File: src/core/cfg_defines.svh
/*
  Constants of the soft-mode serial configuration block: field positions,
  reset and fixed values, pin indices and counts. Definitions only; the
  configuration module and the test bench include it by its bare name.
*/
// Notes on behaviour
// - Fourth select pin clocked means soft mode.
// - Soft mode: pins carry clock, data, enable.
// - Forty configuration bits, all serially writable.
// - Bits hold until a new write replaces.
// - Bit 0 selects low or high precision.
// - Bits 1-2 set current gain 2-16.
// - Bits 3-4 select reference temperature curve.
// - Bit 5 multiplexes both modulator outputs.
// - Bit 6 powers down voltage modulator.
// - Bit 7 enables current self-test DAC.
// - Bit 8 enables voltage self-test DAC.
// - Bit 9 connects current input pins.
// - Bit 10 connects voltage input pins.
// - Bits 11-14 current low-frequency chopper.
// - Bits 15-18 current high-frequency chopper.
// - Bits 19-22 voltage low-frequency chopper.
// - Bits 23-26 voltage high-frequency chopper.
// - Bit 27 enables current dither.
// - Bit 28 enables voltage dither.
// - Bits 32-37 output selector; others reserved.
`ifndef CFG_DEFINES_SVH
`define CFG_DEFINES_SVH

`define CFG_WIDTH        40
`define CFG_BITS_LOADED  6'h28
`define BIT_CNT_MAX      6'h3F
`define CFG_RESET        40'h001B9B9800
`define HARD_FIXED       40'h001B9B9800
`define HARD_FIXED_MASK  40'hFFFFFFF800
`define MODE_STABLE_CLKS 2'h2

`define POS_PRECISION    0
`define POS_GAIN_LSB     1
`define POS_TC_LSB       3
`define POS_SELECT_LSB   32

`define PIN_SCLK         0
`define PIN_SDATA        1
`define PIN_SEN          2
`define PIN_MODESEL      3
`define PIN_DEVCLK       4
`define PIN_COUNT        5

`endif

File: src/core/cfg_pkg.sv
/*
  Types of the soft-mode serial configuration block: the configuration
  word as a packed struct, pin level classes and receiver states.
  Assumes nothing beyond a SystemVerilog compiler.
*/
`default_nettype none

package cfg_pkg;

  // Level seen on a select pin, relative to the device clock
  typedef enum logic [1:0] {
    PIN_GND  = 2'b00,
    PIN_CLK  = 2'b01,
    PIN_NCLK = 2'b10,
    PIN_VCC  = 2'b11
  } pin_mode_type;

  typedef enum logic {
    SER_IDLE  = 1'b0,
    SER_SHIFT = 1'b1
  } ser_state_type;

  // Configuration word, bit 39 first
  typedef struct packed {
    logic [1:0] reserved_top;
    logic [5:0] output_signal_select;
    logic [2:0] reserved_mid;
    logic       voltage_dither_enable;
    logic       current_dither_enable;
    logic [2:0] voltage_highfreq_chop_rate;
    logic       voltage_highfreq_chop_enable;
    logic [2:0] voltage_lowfreq_chop_rate;
    logic       voltage_lowfreq_chop_enable;
    logic [2:0] current_highfreq_chop_rate;
    logic       current_highfreq_chop_enable;
    logic [2:0] current_lowfreq_chop_rate;
    logic       current_lowfreq_chop_enable;
    logic       voltage_input_enable;
    logic       current_input_enable;
    logic       voltage_selftest_enable;
    logic       current_selftest_enable;
    logic       voltage_mod_powerdown;
    logic       output_mux_enable;
    logic [1:0] ref_temp_curve;
    logic [1:0] current_gain;
    logic       precision_select;
  } cfg_fields_type;

endpackage

`default_nettype wire

File: src/core/soft_cfg.sv
/*
  Mode decoder and serial configuration register. Classifies the four
  select pins against the device clock, receives the 40-bit word in soft
  mode and presents the effective configuration.
  Assumes the device clock is much slower than the system clock (at least
  eight system cycles per half period) and runs freely.
*/
`timescale 1ns/1ps
`default_nettype none
`include "cfg_defines.svh"

module soft_cfg
  import cfg_pkg::*;
(
  input  wire logic     CLK_SYS_IN,          // System clock, 125 MHz
  input  wire logic     RSTN_IN,             // Async reset, active low
  input  wire logic     DEV_CLK_IN,          // Device clock pin
  input  wire logic     MODE_SELECT_PIN_A_IN,// Strap / serial clock
  input  wire logic     MODE_SELECT_PIN_B_IN,// Strap / serial data
  input  wire logic     MODE_SELECT_PIN_C_IN,// Strap / serial enable
  input  wire logic     MODE_SELECT_PIN_D_IN,// Strap / soft select
  output cfg_fields_type CONFIG_OUT,         // Effective configuration
  output logic          SOFT_MODE_OUT,       // High in soft mode
  output logic          LOAD_DONE_OUT        // Pulse: word applied
);

  logic [`PIN_COUNT-1:0] pins_sync;
  logic [`PIN_COUNT-1:0] prev_reg;
  logic [`PIN_COUNT-1:0] prev_next;
  logic [3:0]            rise_smp_reg;
  logic [3:0]            rise_smp_next;
  pin_mode_type          pin_mode_reg [4];
  pin_mode_type          pin_mode_next [4];
  logic [1:0]            stable_cnt_reg;
  logic [1:0]            stable_cnt_next;
  logic                  soft_reg;
  logic                  soft_next;
  ser_state_type         state_reg;
  ser_state_type         state_next;
  logic [5:0]            bit_cnt_reg;
  logic [5:0]            bit_cnt_next;
  logic [`CFG_WIDTH-1:0] shift_reg;
  logic [`CFG_WIDTH-1:0] shift_next;
  cfg_fields_type        soft_word_reg;
  cfg_fields_type        soft_word_next;
  logic                  load_reg;
  logic                  load_next;
  cfg_fields_type        hard_word;
  cfg_fields_type        config_reg;
  cfg_fields_type        config_next;
  logic                  clk_rise;
  logic                  clk_fall;
  logic                  sclk_rise;
  logic                  ser_en;
  logic                  ser_data;

  // All pins cross into the system domain first
  pin_sync #(
    .WIDTH (`PIN_COUNT)
  ) u_pin_sync (
    .clk_in   (CLK_SYS_IN),
    .rstn_in  (RSTN_IN),
    .raw_in   ({DEV_CLK_IN, MODE_SELECT_PIN_D_IN, MODE_SELECT_PIN_C_IN,
                MODE_SELECT_PIN_B_IN, MODE_SELECT_PIN_A_IN}),
    .sync_out (pins_sync)
  );

  // Edges of the synchronised device clock and serial clock
  assign clk_rise  = pins_sync[`PIN_DEVCLK] & ~prev_reg[`PIN_DEVCLK];
  assign clk_fall  = ~pins_sync[`PIN_DEVCLK] & prev_reg[`PIN_DEVCLK];
  assign sclk_rise = pins_sync[`PIN_SCLK] & ~prev_reg[`PIN_SCLK];
  assign ser_en    = pins_sync[`PIN_SEN];
  assign ser_data  = pins_sync[`PIN_SDATA];

  // Pin classes: sample at clock rise, classify at clock fall. Both paths
  // share the same synchroniser delay, so a pin tied to the clock reads
  // high at the rise and low at the fall.
  always_comb begin
    prev_next       = pins_sync;
    rise_smp_next   = rise_smp_reg;
    pin_mode_next   = pin_mode_reg;
    stable_cnt_next = stable_cnt_reg;
    soft_next       = soft_reg;
    if (clk_rise) begin
      rise_smp_next = pins_sync[3:0];
    end
    if (clk_fall) begin
      for (int i = 0; i < 4; i++) begin
        pin_mode_next[i] = pin_mode_type'({pins_sync[i], rise_smp_reg[i]});
      end
      // Mode switches only after the class has held for several clocks
      if (pin_mode_next[`PIN_MODESEL] != pin_mode_reg[`PIN_MODESEL]) begin
        stable_cnt_next = 2'h0;
      end else if (stable_cnt_reg != `MODE_STABLE_CLKS) begin
        stable_cnt_next = stable_cnt_reg + 2'h1;
      end
      if (stable_cnt_next == `MODE_STABLE_CLKS) begin
        soft_next = (pin_mode_next[`PIN_MODESEL] == PIN_CLK);
      end
    end
  end

  always_ff @(posedge CLK_SYS_IN or negedge RSTN_IN) begin
    if (!RSTN_IN) begin
      prev_reg       <= '0;
      rise_smp_reg   <= 4'h0;
      pin_mode_reg   <= '{default: PIN_GND};
      stable_cnt_reg <= 2'h0;
      soft_reg       <= 1'b0;
    end else begin
      prev_reg       <= prev_next;
      rise_smp_reg   <= rise_smp_next;
      pin_mode_reg   <= pin_mode_next;
      stable_cnt_reg <= stable_cnt_next;
      soft_reg       <= soft_next;
    end
  end

  // Serial receiver. A frame that is not exactly 40 bits is dropped, so
  // a broken transfer can never leave a half-written configuration.
  always_comb begin
    state_next     = state_reg;
    bit_cnt_next   = bit_cnt_reg;
    shift_next     = shift_reg;
    soft_word_next = soft_word_reg;
    load_next      = 1'b0;
    case (state_reg)
      SER_IDLE: begin
        if (soft_reg && ser_en) begin
          state_next   = SER_SHIFT;
          bit_cnt_next = 6'h00;
        end
      end
      SER_SHIFT: begin
        if (!soft_reg) begin
          state_next = SER_IDLE;
        end else if (!ser_en) begin
          state_next = SER_IDLE;
          if (bit_cnt_reg == `CFG_BITS_LOADED) begin
            soft_word_next = cfg_fields_type'(shift_reg);
            load_next      = 1'b1;
          end
        end else if (sclk_rise) begin
          shift_next = {shift_reg[`CFG_WIDTH-2:0], ser_data};
          if (bit_cnt_reg != `BIT_CNT_MAX) begin
            bit_cnt_next = bit_cnt_reg + 6'h01;
          end
        end
      end
      default: begin
        state_next = SER_IDLE;
      end
    endcase
  end

  // Stored word changes only on a complete frame
  always_ff @(posedge CLK_SYS_IN or negedge RSTN_IN) begin
    if (!RSTN_IN) begin
      state_reg     <= SER_IDLE;
      bit_cnt_reg   <= 6'h00;
      shift_reg     <= '0;
      soft_word_reg <= cfg_fields_type'(`CFG_RESET);
      load_reg      <= 1'b0;
    end else begin
      state_reg     <= state_next;
      bit_cnt_reg   <= bit_cnt_next;
      shift_reg     <= shift_next;
      soft_word_reg <= soft_word_next;
      load_reg      <= load_next;
    end
  end

  // Hard-mode word decoded from the strap classes
  always_comb begin
    hard_word = cfg_fields_type'(`HARD_FIXED);
    case (pin_mode_reg[0])
      PIN_GND: begin
        hard_word.precision_select = 1'b0;
        hard_word.current_gain     = 2'h3;
      end
      PIN_CLK: begin
        hard_word.precision_select = 1'b0;
        hard_word.current_gain     = 2'h0;
      end
      PIN_NCLK: begin
        hard_word.precision_select = 1'b1;
        hard_word.current_gain     = 2'h0;
      end
      default: begin
        hard_word.precision_select = 1'b1;
        hard_word.current_gain     = 2'h3;
      end
    endcase
    hard_word.ref_temp_curve = pin_mode_reg[1];
    case (pin_mode_reg[2])
      PIN_GND: begin
        hard_word.output_mux_enable     = 1'b1;
        hard_word.voltage_mod_powerdown = 1'b0;
      end
      PIN_CLK, PIN_NCLK: begin
        hard_word.output_mux_enable     = 1'b0;
        hard_word.voltage_mod_powerdown = 1'b1;
      end
      default: begin
        hard_word.output_mux_enable     = 1'b0;
        hard_word.voltage_mod_powerdown = 1'b0;
      end
    endcase
    // Self-test swaps the input pins for the test DAC
    hard_word.current_selftest_enable =
      (pin_mode_reg[`PIN_MODESEL] == PIN_VCC);
    hard_word.voltage_selftest_enable =
      (pin_mode_reg[`PIN_MODESEL] == PIN_VCC);
    hard_word.current_input_enable =
      (pin_mode_reg[`PIN_MODESEL] != PIN_VCC);
    hard_word.voltage_input_enable =
      (pin_mode_reg[`PIN_MODESEL] != PIN_VCC);
  end

  // Soft mode passes every stored field straight through: choppers,
  // dither and output selector
  always_comb begin
    config_next = soft_reg ? soft_word_reg : hard_word;
  end

  always_ff @(posedge CLK_SYS_IN or negedge RSTN_IN) begin
    if (!RSTN_IN) begin
      config_reg <= cfg_fields_type'(`HARD_FIXED);
    end else begin
      config_reg <= config_next;
    end
  end

  assign CONFIG_OUT    = config_reg;
  assign SOFT_MODE_OUT = soft_reg;
  assign LOAD_DONE_OUT = load_reg;
endmodule

`default_nettype wire

File: src/core/pin_sync.sv
/*
  Two-flop synchroniser, one chain per bit. Inputs are asynchronous
  pins; outputs are safe to use in the system clock domain.
*/
`timescale 1ns/1ps
`default_nettype none

module pin_sync #(
  parameter int WIDTH = 5
) (
  input  wire logic             clk_in,   // System clock
  input  wire logic             rstn_in,  // Async reset, active low
  input  wire logic [WIDTH-1:0] raw_in,   // Pins from outside
  output logic      [WIDTH-1:0] sync_out  // Synchronised copies
);

  logic [WIDTH-1:0] meta_reg;
  logic [WIDTH-1:0] sync_reg;

  // First flop feeds only the second, never any logic
  genvar g;
  for (g = 0; g < WIDTH; g++) begin : g_bit
    always_ff @(posedge clk_in or negedge rstn_in) begin
      if (!rstn_in) begin
        meta_reg[g] <= 1'b0;
        sync_reg[g] <= 1'b0;
      end else begin
        meta_reg[g] <= raw_in[g];
        sync_reg[g] <= meta_reg[g];
      end
    end
  end

  assign sync_out = sync_reg;

endmodule

`default_nettype wire

File: config.mk
export PLATFORM = sky130hd
export DESIGN_NAME = soft_cfg
export DESIGN_NICKNAME = d
export VERILOG_FILES = /design/src/core/cfg_pkg.sv /design/src/core/soft_cfg.sv /design/src/core/pin_sync.sv
export VERILOG_INCLUDE_DIRS = /design/src /design/src/core
export SDC_FILE = /design/constraint.sdc
export NUM_CORES = 1
export LEC_CHECK = 0
export BUFFER_PORTS_ARGS = -buffer_cell sky130_fd_sc_hd__buf_4
export CAP_MARGIN = 20
export CORE_MARGIN = 5
export CORE_UTILIZATION = 36
export DETAILED_ROUTE_END_ITERATION = 10
export GPL_ROUTABILITY_DRIVEN = 1
export PLACE_DENSITY_LB_ADDON = 0.2
export SLEW_MARGIN = 15
export SYNTH_ARGS = -nofsm -noshare
export SYNTH_HDL_FRONTEND = slang
export SYNTH_SLANG_ARGS = --single-unit
export TNS_END_PERCENT = 20
File: constraint.sdc
create_clock -name CLK_SYS_IN -period 1.8 [get_ports CLK_SYS_IN]
set_input_delay 0.18 -clock CLK_SYS_IN [delete_from_list [all_inputs] [get_ports CLK_SYS_IN]]
set_output_delay 0.18 -clock CLK_SYS_IN [all_outputs]
set_load 0.05 [all_outputs]
==> results of run 1 <==
cells by family after synthesis:
kind of cell / count (synthesis) / share of synthesized area
simple gates: 69 / 0.0667
xor+xnor: 2 / 0.00295
buf+inv: 30 / 0.0341
compound gates: 26 / 0.0267
fa+ha+maj: 6 / 0.0126
flops: 155 / 0.657
mux: 92 / 0.199
power by group through the flow:
stage	registers [mW]	clock network, mW	logic, mW
floorplan	4.21	0	0.230
global placement	3.83	0	0.984
detailed placement	3.83	0	0.992
CTS	3.77	3.85	1.00
global route	3.79	4.02	1.06
finish	3.77	3.74	0.978
timing repair:
item	in CTS	in global routing
hold buffers	6	0
hold endpoints to repair	49	0
setup endpoints to repair	0	37
setup buffers	0	3
gates resized for setup	0	5
per-stage QoR:
step | instances | cell area (um^2) | total power [mW]
after floorplan | 380 | 5950 | 4.44
after global placement | 643 | 6590 | 4.81
after detailed placement | 643 | 6590 | 4.82
after CTS | 681 | 7270 | 8.63
after global routing | 686 | 7340 | 8.86
final | 686 | 7340 | 8.49
layer usage:
metal / share of wire / routed length, um
met1: 0.47 / 4660
met5: 0 / 0
met2: 0.46 / 4600
met3: 0.049 / 483
met4: 0.019 / 188
layout make-up:
class | instances | share of cell area
clock buffers | 20 | 0.0623
clock inverters | 12 | 0.0230
inverters | 13 | 0.00665
multi-input cells | 195 | 0.250
flip-flops and latches | 155 | 0.533
well taps | 220 | 0.0375
repair buffers | 71 | 0.0872
cell usage in the layout, fill, tap and decap left out, types with 3 or more instances in the layout:
cell type / count
dfrtp_1: 130
mux2_2: 51
clkbuf_16: 18
buf_4: 56
o21ai_0: 10
nand2b_1: 15
buf_6: 3
inv_1: 13
nand2_1: 16
nand4_1: 3
dfstp_2: 24
clkinv_2: 5
dlygate4sd3_1: 6
buf_12: 5
nor2_1: 6
bufinv_16: 4
mux2_4: 40
ha_1: 6
and2_1: 18
a21oi_1: 7
how the worst max path moves through the flow:
stage | start | end | slack, ns
after detailed placement | bit_cnt_reg[2] | soft_word_reg[18] | 0.02
after CTS | bit_cnt_reg[2] | soft_word_reg[18] | 0.01
after global placement | bit_cnt_reg[0] | bit_cnt_reg[0] | 0.08
after global routing | bit_cnt_reg[0] | bit_cnt_reg[0] | -0.02
after floorplan | SOFT_MODE_OUT | shift_reg[0] | 0.12
final | bit_cnt_reg[2] | soft_word_reg[4] | 0.07
==> flow_summary.json, run 1 <==
{
  "finalHoldViolations": 0,
  "tritoncts": "done",
  "met3_usage": 0.0397,
  "ys_warn_count": 0,
  "grt_max_degree": 58,
  "start_util": 0.362,
  "die_w_um": 139,
  "portBuffers": 48,
  "clk_latency_ns": 0.42,
  "antenna_cells": 0,
  "finalCritPeriodShare": 0.963,
  "first_pass_iters": 4,
  "fin_skew_ns": 0.00836,
  "num-nets-final": 466,
  "syn_area_mm2": 0.00595,
  "h-tree-depth": 4,
  "drv_cap": 0,
  "ys.flop_type": "dfrtp_1",
  "synth.most_common_cell": "dfrtp_1",
  "cp_num_buf_inv": 2,
  "gp_congestion": 0.753,
  "crit_chain": "nand4b_1 -> nor4b_4 -> buf_4 -> buf_12 -> mux2_2",
  "power.switching_mw": 2.11,
  "crit_arrival_ns": 2.03,
  "finalWorstSetupSlack_ns": 0.0671,
  "crit_slowest_cell": "dfrtp_1",
  "yosys-top-cells-count": "dfrtp_1, mux2_2, mux2_4, dfstp_2, and2_1",
  "comb_power_share": 0.115,
  "busiest_layer": "met2",
  "ir_drop_v": 0.000676,
  "syn-num-nets": 393,
  "synthTopCellsByArea": "dfrtp_1, dfstp_2, mux2_4",
  "ys_seq_elements": 155,
  "drtAntennaViolNets": 0,
  "rr_endpoint": "soft_word_reg[4]",
  "seqCellArea_mm2": 0.00391,
  "outcome": "completed",
  "grt_pass1_vias": 3239,
  "min_period_ns": 1.73,
  "overflow": 0,
  "cts-root-buf": "clkbuf_16",
  "track_usage": 0.108,
  "rrSetupSlack_ns": 0.07,
  "rows": 47,
  "use_met1": 0.140,
  "cp_max_fo": 20,
  "async_reset_ff_frac": 1.00,
  "max_stage_delay_ns": 0.41,
  "p_int_mw": 6.38,
  "clk_pin_slew_ns": 0.06,
  "routed-via-count": 3078,
  "syn2layout_area_growth_pct": 23.4,
  "pre_cts_ws_ns": 0.0213,
  "setup_viol": 0,
  "grt_first_pass_wirelength_mm": 16.5,
  "ios": 49,
  "wl_mm": 9.93,
  "cts_buffer_depth": 2,
  "drt_iter0_drc": 134,
  "yosysTopAreaCell": "dfrtp_1",
  "synth.avg_cell_area_um2": 15.6,
  "power.share.clock": 0.441,
  "critical_path_depth": 5,
  "cts_inserted_buffers": 17,
  "hpwlAfterDp_mm": 5.93,
  "core_area_mm2": 0.0164,
  "p_leak_nw": 3.58,
  "drcViolationCount": 0,
  "die_y_um": 139,
  "power_frac_seq": 0.444,
  "synth.distinct_cells": 36,
  "max_slew.worst_pin.slew_ns": 0.544,
  "fill_cells": 1464,
  "reg2reg_depth": 5,
  "path_class": "flop to flop",
  "cp-start-kind": "flop",
  "synth_cells": 380,
  "required_ns": 2.10,
  "switching_share": 0.249,
  "yosysSeqAreaShare": 0.657,
  "synth_edf_count": 0,
  "die_area_mm2": 0.0192,
  "fmax_mhz": 577,
  "grt_antenna_before_repair": 0,
  "cts.sinks": 155,
  "utilization": 0.447,
  "p_per_area_mw_per_mm2": 1160,
  "slew_viol_final": 0,
  "yosysTopAreaCellShare": 0.551,
  "layout-drive-gt1-share": 0.468,
  "fin_setup_tns_ns": 0,
  "multiInputGateArea_mm2": 0.00184,
  "viasPerCell": 4.49,
  "hold_class": "input port to asynchronous set/reset pin",
  "crit_family": "simple AND/OR/NAND/NOR gates",
  "relSlewSlack": 0.638,
  "worstSetupEndpointType": "flop",
  "post_drt_wl_per_cell_um": 14.5,
  "holdWs_ns": 0.303,
  "met2_usage": 0.162,
  "rr_startpoint": "bit_cnt_reg[2]"
}
Power figures use the tool's default switching activity.
==> run 2, diff against run 1 <==
==> constraint.sdc (replaced) <==
create_clock -name CLK_SYS_IN -period 1.8 [get_ports CLK_SYS_IN]
set_input_delay 0.36 -clock CLK_SYS_IN [delete_from_list [all_inputs] [get_ports CLK_SYS_IN]]
set_output_delay 0.36 -clock CLK_SYS_IN [all_outputs]
set_load 0.05 [all_outputs]
==> run 2 against run 1 <==
  * Flip-flop and latch count is the same
  * First-iteration DRC count is 23% lower
  * Largest cell class unchanged
  * Count of clock-buffer cells in the layout decreased by 1
  * Combinational power hardly changed
  * Critical path type unchanged
  * Routed wire length shrank 4.4%
  * Non-clock buffer count shrank 6
  * Critical endpoint is now soft_word_reg[30]
  * Core utilization is 0.61 points lower
==> flow_summary.json, run 2 (synthesized netlist as in run 1, its figures left out) <==
{
  "fill_cells": 1476,
  "crit_chain": "nand4b_1 -> nor4b_4 -> buf_12 -> mux2_2",
  "drtAntennaViolNets": 0,
  "tritoncts": "done",
  "cp_max_fo": 41,
  "p_per_area_mw_per_mm2": 1160,
  "core_area_mm2": 0.0164,
  "die_y_um": 139,
  "relSlewSlack": 0.659,
  "num-nets-final": 460,
  "path_class": "flop to flop",
  "post_drt_wl_per_cell_um": 14.0,
  "min_period_ns": 1.75,
  "layout-drive-gt1-share": 0.474,
  "hpwlAfterDp_mm": 5.85,
  "die_w_um": 139,
  "cp-start-kind": "flop",
  "antenna_cells": 0,
  "routed-via-count": 3090,
  "finalPower_mw": 8.42,
  "worstSetupEndpointType": "flop",
  "fin_skew_ns": 0.00835,
  "drcViolationCount": 0,
  "h-tree-depth": 4,
  "outcome": "completed",
  "ios": 49,
  "clk_pin_slew_ns": 0.06,
  "utilization": 0.441,
  "finalWorstSetupSlack_ns": 0.0541,
  "slew_viol_final": 0,
  "die_area_mm2": 0.0192,
  "max_stage_delay_ns": 0.40,
  "p_leak_nw": 3.54,
  "grt_antenna_before_repair": 0,
  "final_common_cell": "dfrtp_1",
  "required_ns": 2.10,
  "cts_inserted_buffers": 17,
  "syn2layout_area_growth_pct": 21.7,
  "ir_drop_v": 0.000649,
  "rsz0062_at_grt": "true",
  "finalHoldViolations": 0,
  "fmax_mhz": 573,
  "cts-root-buf": "clkbuf_16",
  "portBuffers": 48,
  "pre_cts_ws_ns": 0.0303,
  "setup_viol": 0,
  "drv_cap": 0,
  "cts_buffer_depth": 2,
  "cp_num_buf_inv": 1,
  "start_util": 0.362,
  "grt_pass1_vias": 3267,
  "viasPerCell": 4.54,
  "mostFrequentLayoutCells": "dfrtp_1, buf_4, mux2_2, mux2_4, dfstp_2",
  "seqCellArea_mm2": 0.00391,
  "wl_mm": 9.49,
  "gp_congestion": 0.732,
  "rows": 47,
  "crit_arrival_ns": 2.05,
  "overflow": 0,
  "crit_family": "simple AND/OR/NAND/NOR gates",
  "hold_class": "input port to flop",
  "track_usage": 0.108,
  "multiInputGateArea_mm2": 0.00184,
  "finalCritPeriodShare": 0.970,
  "max_slew.worst_pin.slew_ns": 0.511,
  "grt_first_pass_wirelength_mm": 16.4,
  "first_pass_iters": 4,
  "cts.sinks": 155,
  "crit_slowest_cell": "dfrtp_1",
  "drt_iter0_drc": 103,
  "clk_latency_ns": 0.42,
  "grt_max_degree": 52
}
## run 2: changes by cell type in the layout (fill, tap and decap cells not counted), sizes merged
cell / change
inv: +3
clkinvlp: -1
dlygate4sd3: -5
bufinv: -1
clkbuf: -2
## run 2: timing repair
item | CTS | global route
resized for setup | 2 | 0
endpoints found under the setup margin | 1 | 29
buffers inserted | 0 | 2
hold endpoints to repair | 41 | 0
gates cloned | 0 | 0
hold buffers | 1 | 0
pin swaps | 0 | 1
## run 2: final cells by class
class | count | share of cell area
tap | 220 | 0.0380
clock buffer | 19 | 0.0626
clock inverter | 13 | 0.0223
sequential | 155 | 0.540
multi-input combinational | 195 | 0.254
inverter | 13 | 0.00674
timing repair buffer | 65 | 0.0763
## run 2: stage by stage
step	hold slack (ns)	setup TNS, ns	cells	area, um^2
finish	0.0454	0	680	7240
global route	0.0199	-0.343	680	7240
CTS	0.0211	0	678	7220
detailed placement	0.337	0	645	6590
global placement	0.332	0	645	6590
floorplan	0.0644	0	380	5950
## run 2: per-layer routing
metal	track usage	part of all wire	up-vias	wire, um
met5	0	0	-	0
met1	0.139	0.47	1575	4440
met2	0.161	0.46	66	4370
met4	0.0468	0.019	0	176
li1	-	-	1431	-
met3	0.0428	0.052	18	495
## run 2: final timing paths
| kind | start | to | slack, ns | depth (start not counted) |
|---|---|---|---|---|
| max | bit_cnt_reg[2] | soft_word_reg[30] | 0.05 | 4 |
| min | DEV_CLK_IN | u_pin_sync.meta_reg[4] | 0.05 | 1 |
| max reg2reg | bit_cnt_reg[2] | soft_word_reg[30] | 0.05 | 4 |
| min reg2reg | u_pin_sync.meta_reg[0] | u_pin_sync.sync_out[0] | 0.35 | 0 |
| max in group asynchronous | RSTN_IN | soft_word_reg[15] | 0.67 | 3 |
| min in group asynchronous | RSTN_IN | CONFIG_OUT[32] | 0.46 | 2 |
## run 2: power breakdown
| part | switching [mW] | total, mW | leakage (nW) | internal (mW) |
|---|---|---|---|---|
| logic | 0.679 | 0.975 | 1.24 | 0.297 |
| registers | 0.0780 | 3.77 | 2.00 | 3.69 |
| clock network | 1.41 | 3.68 | 0.304 | 2.26 |
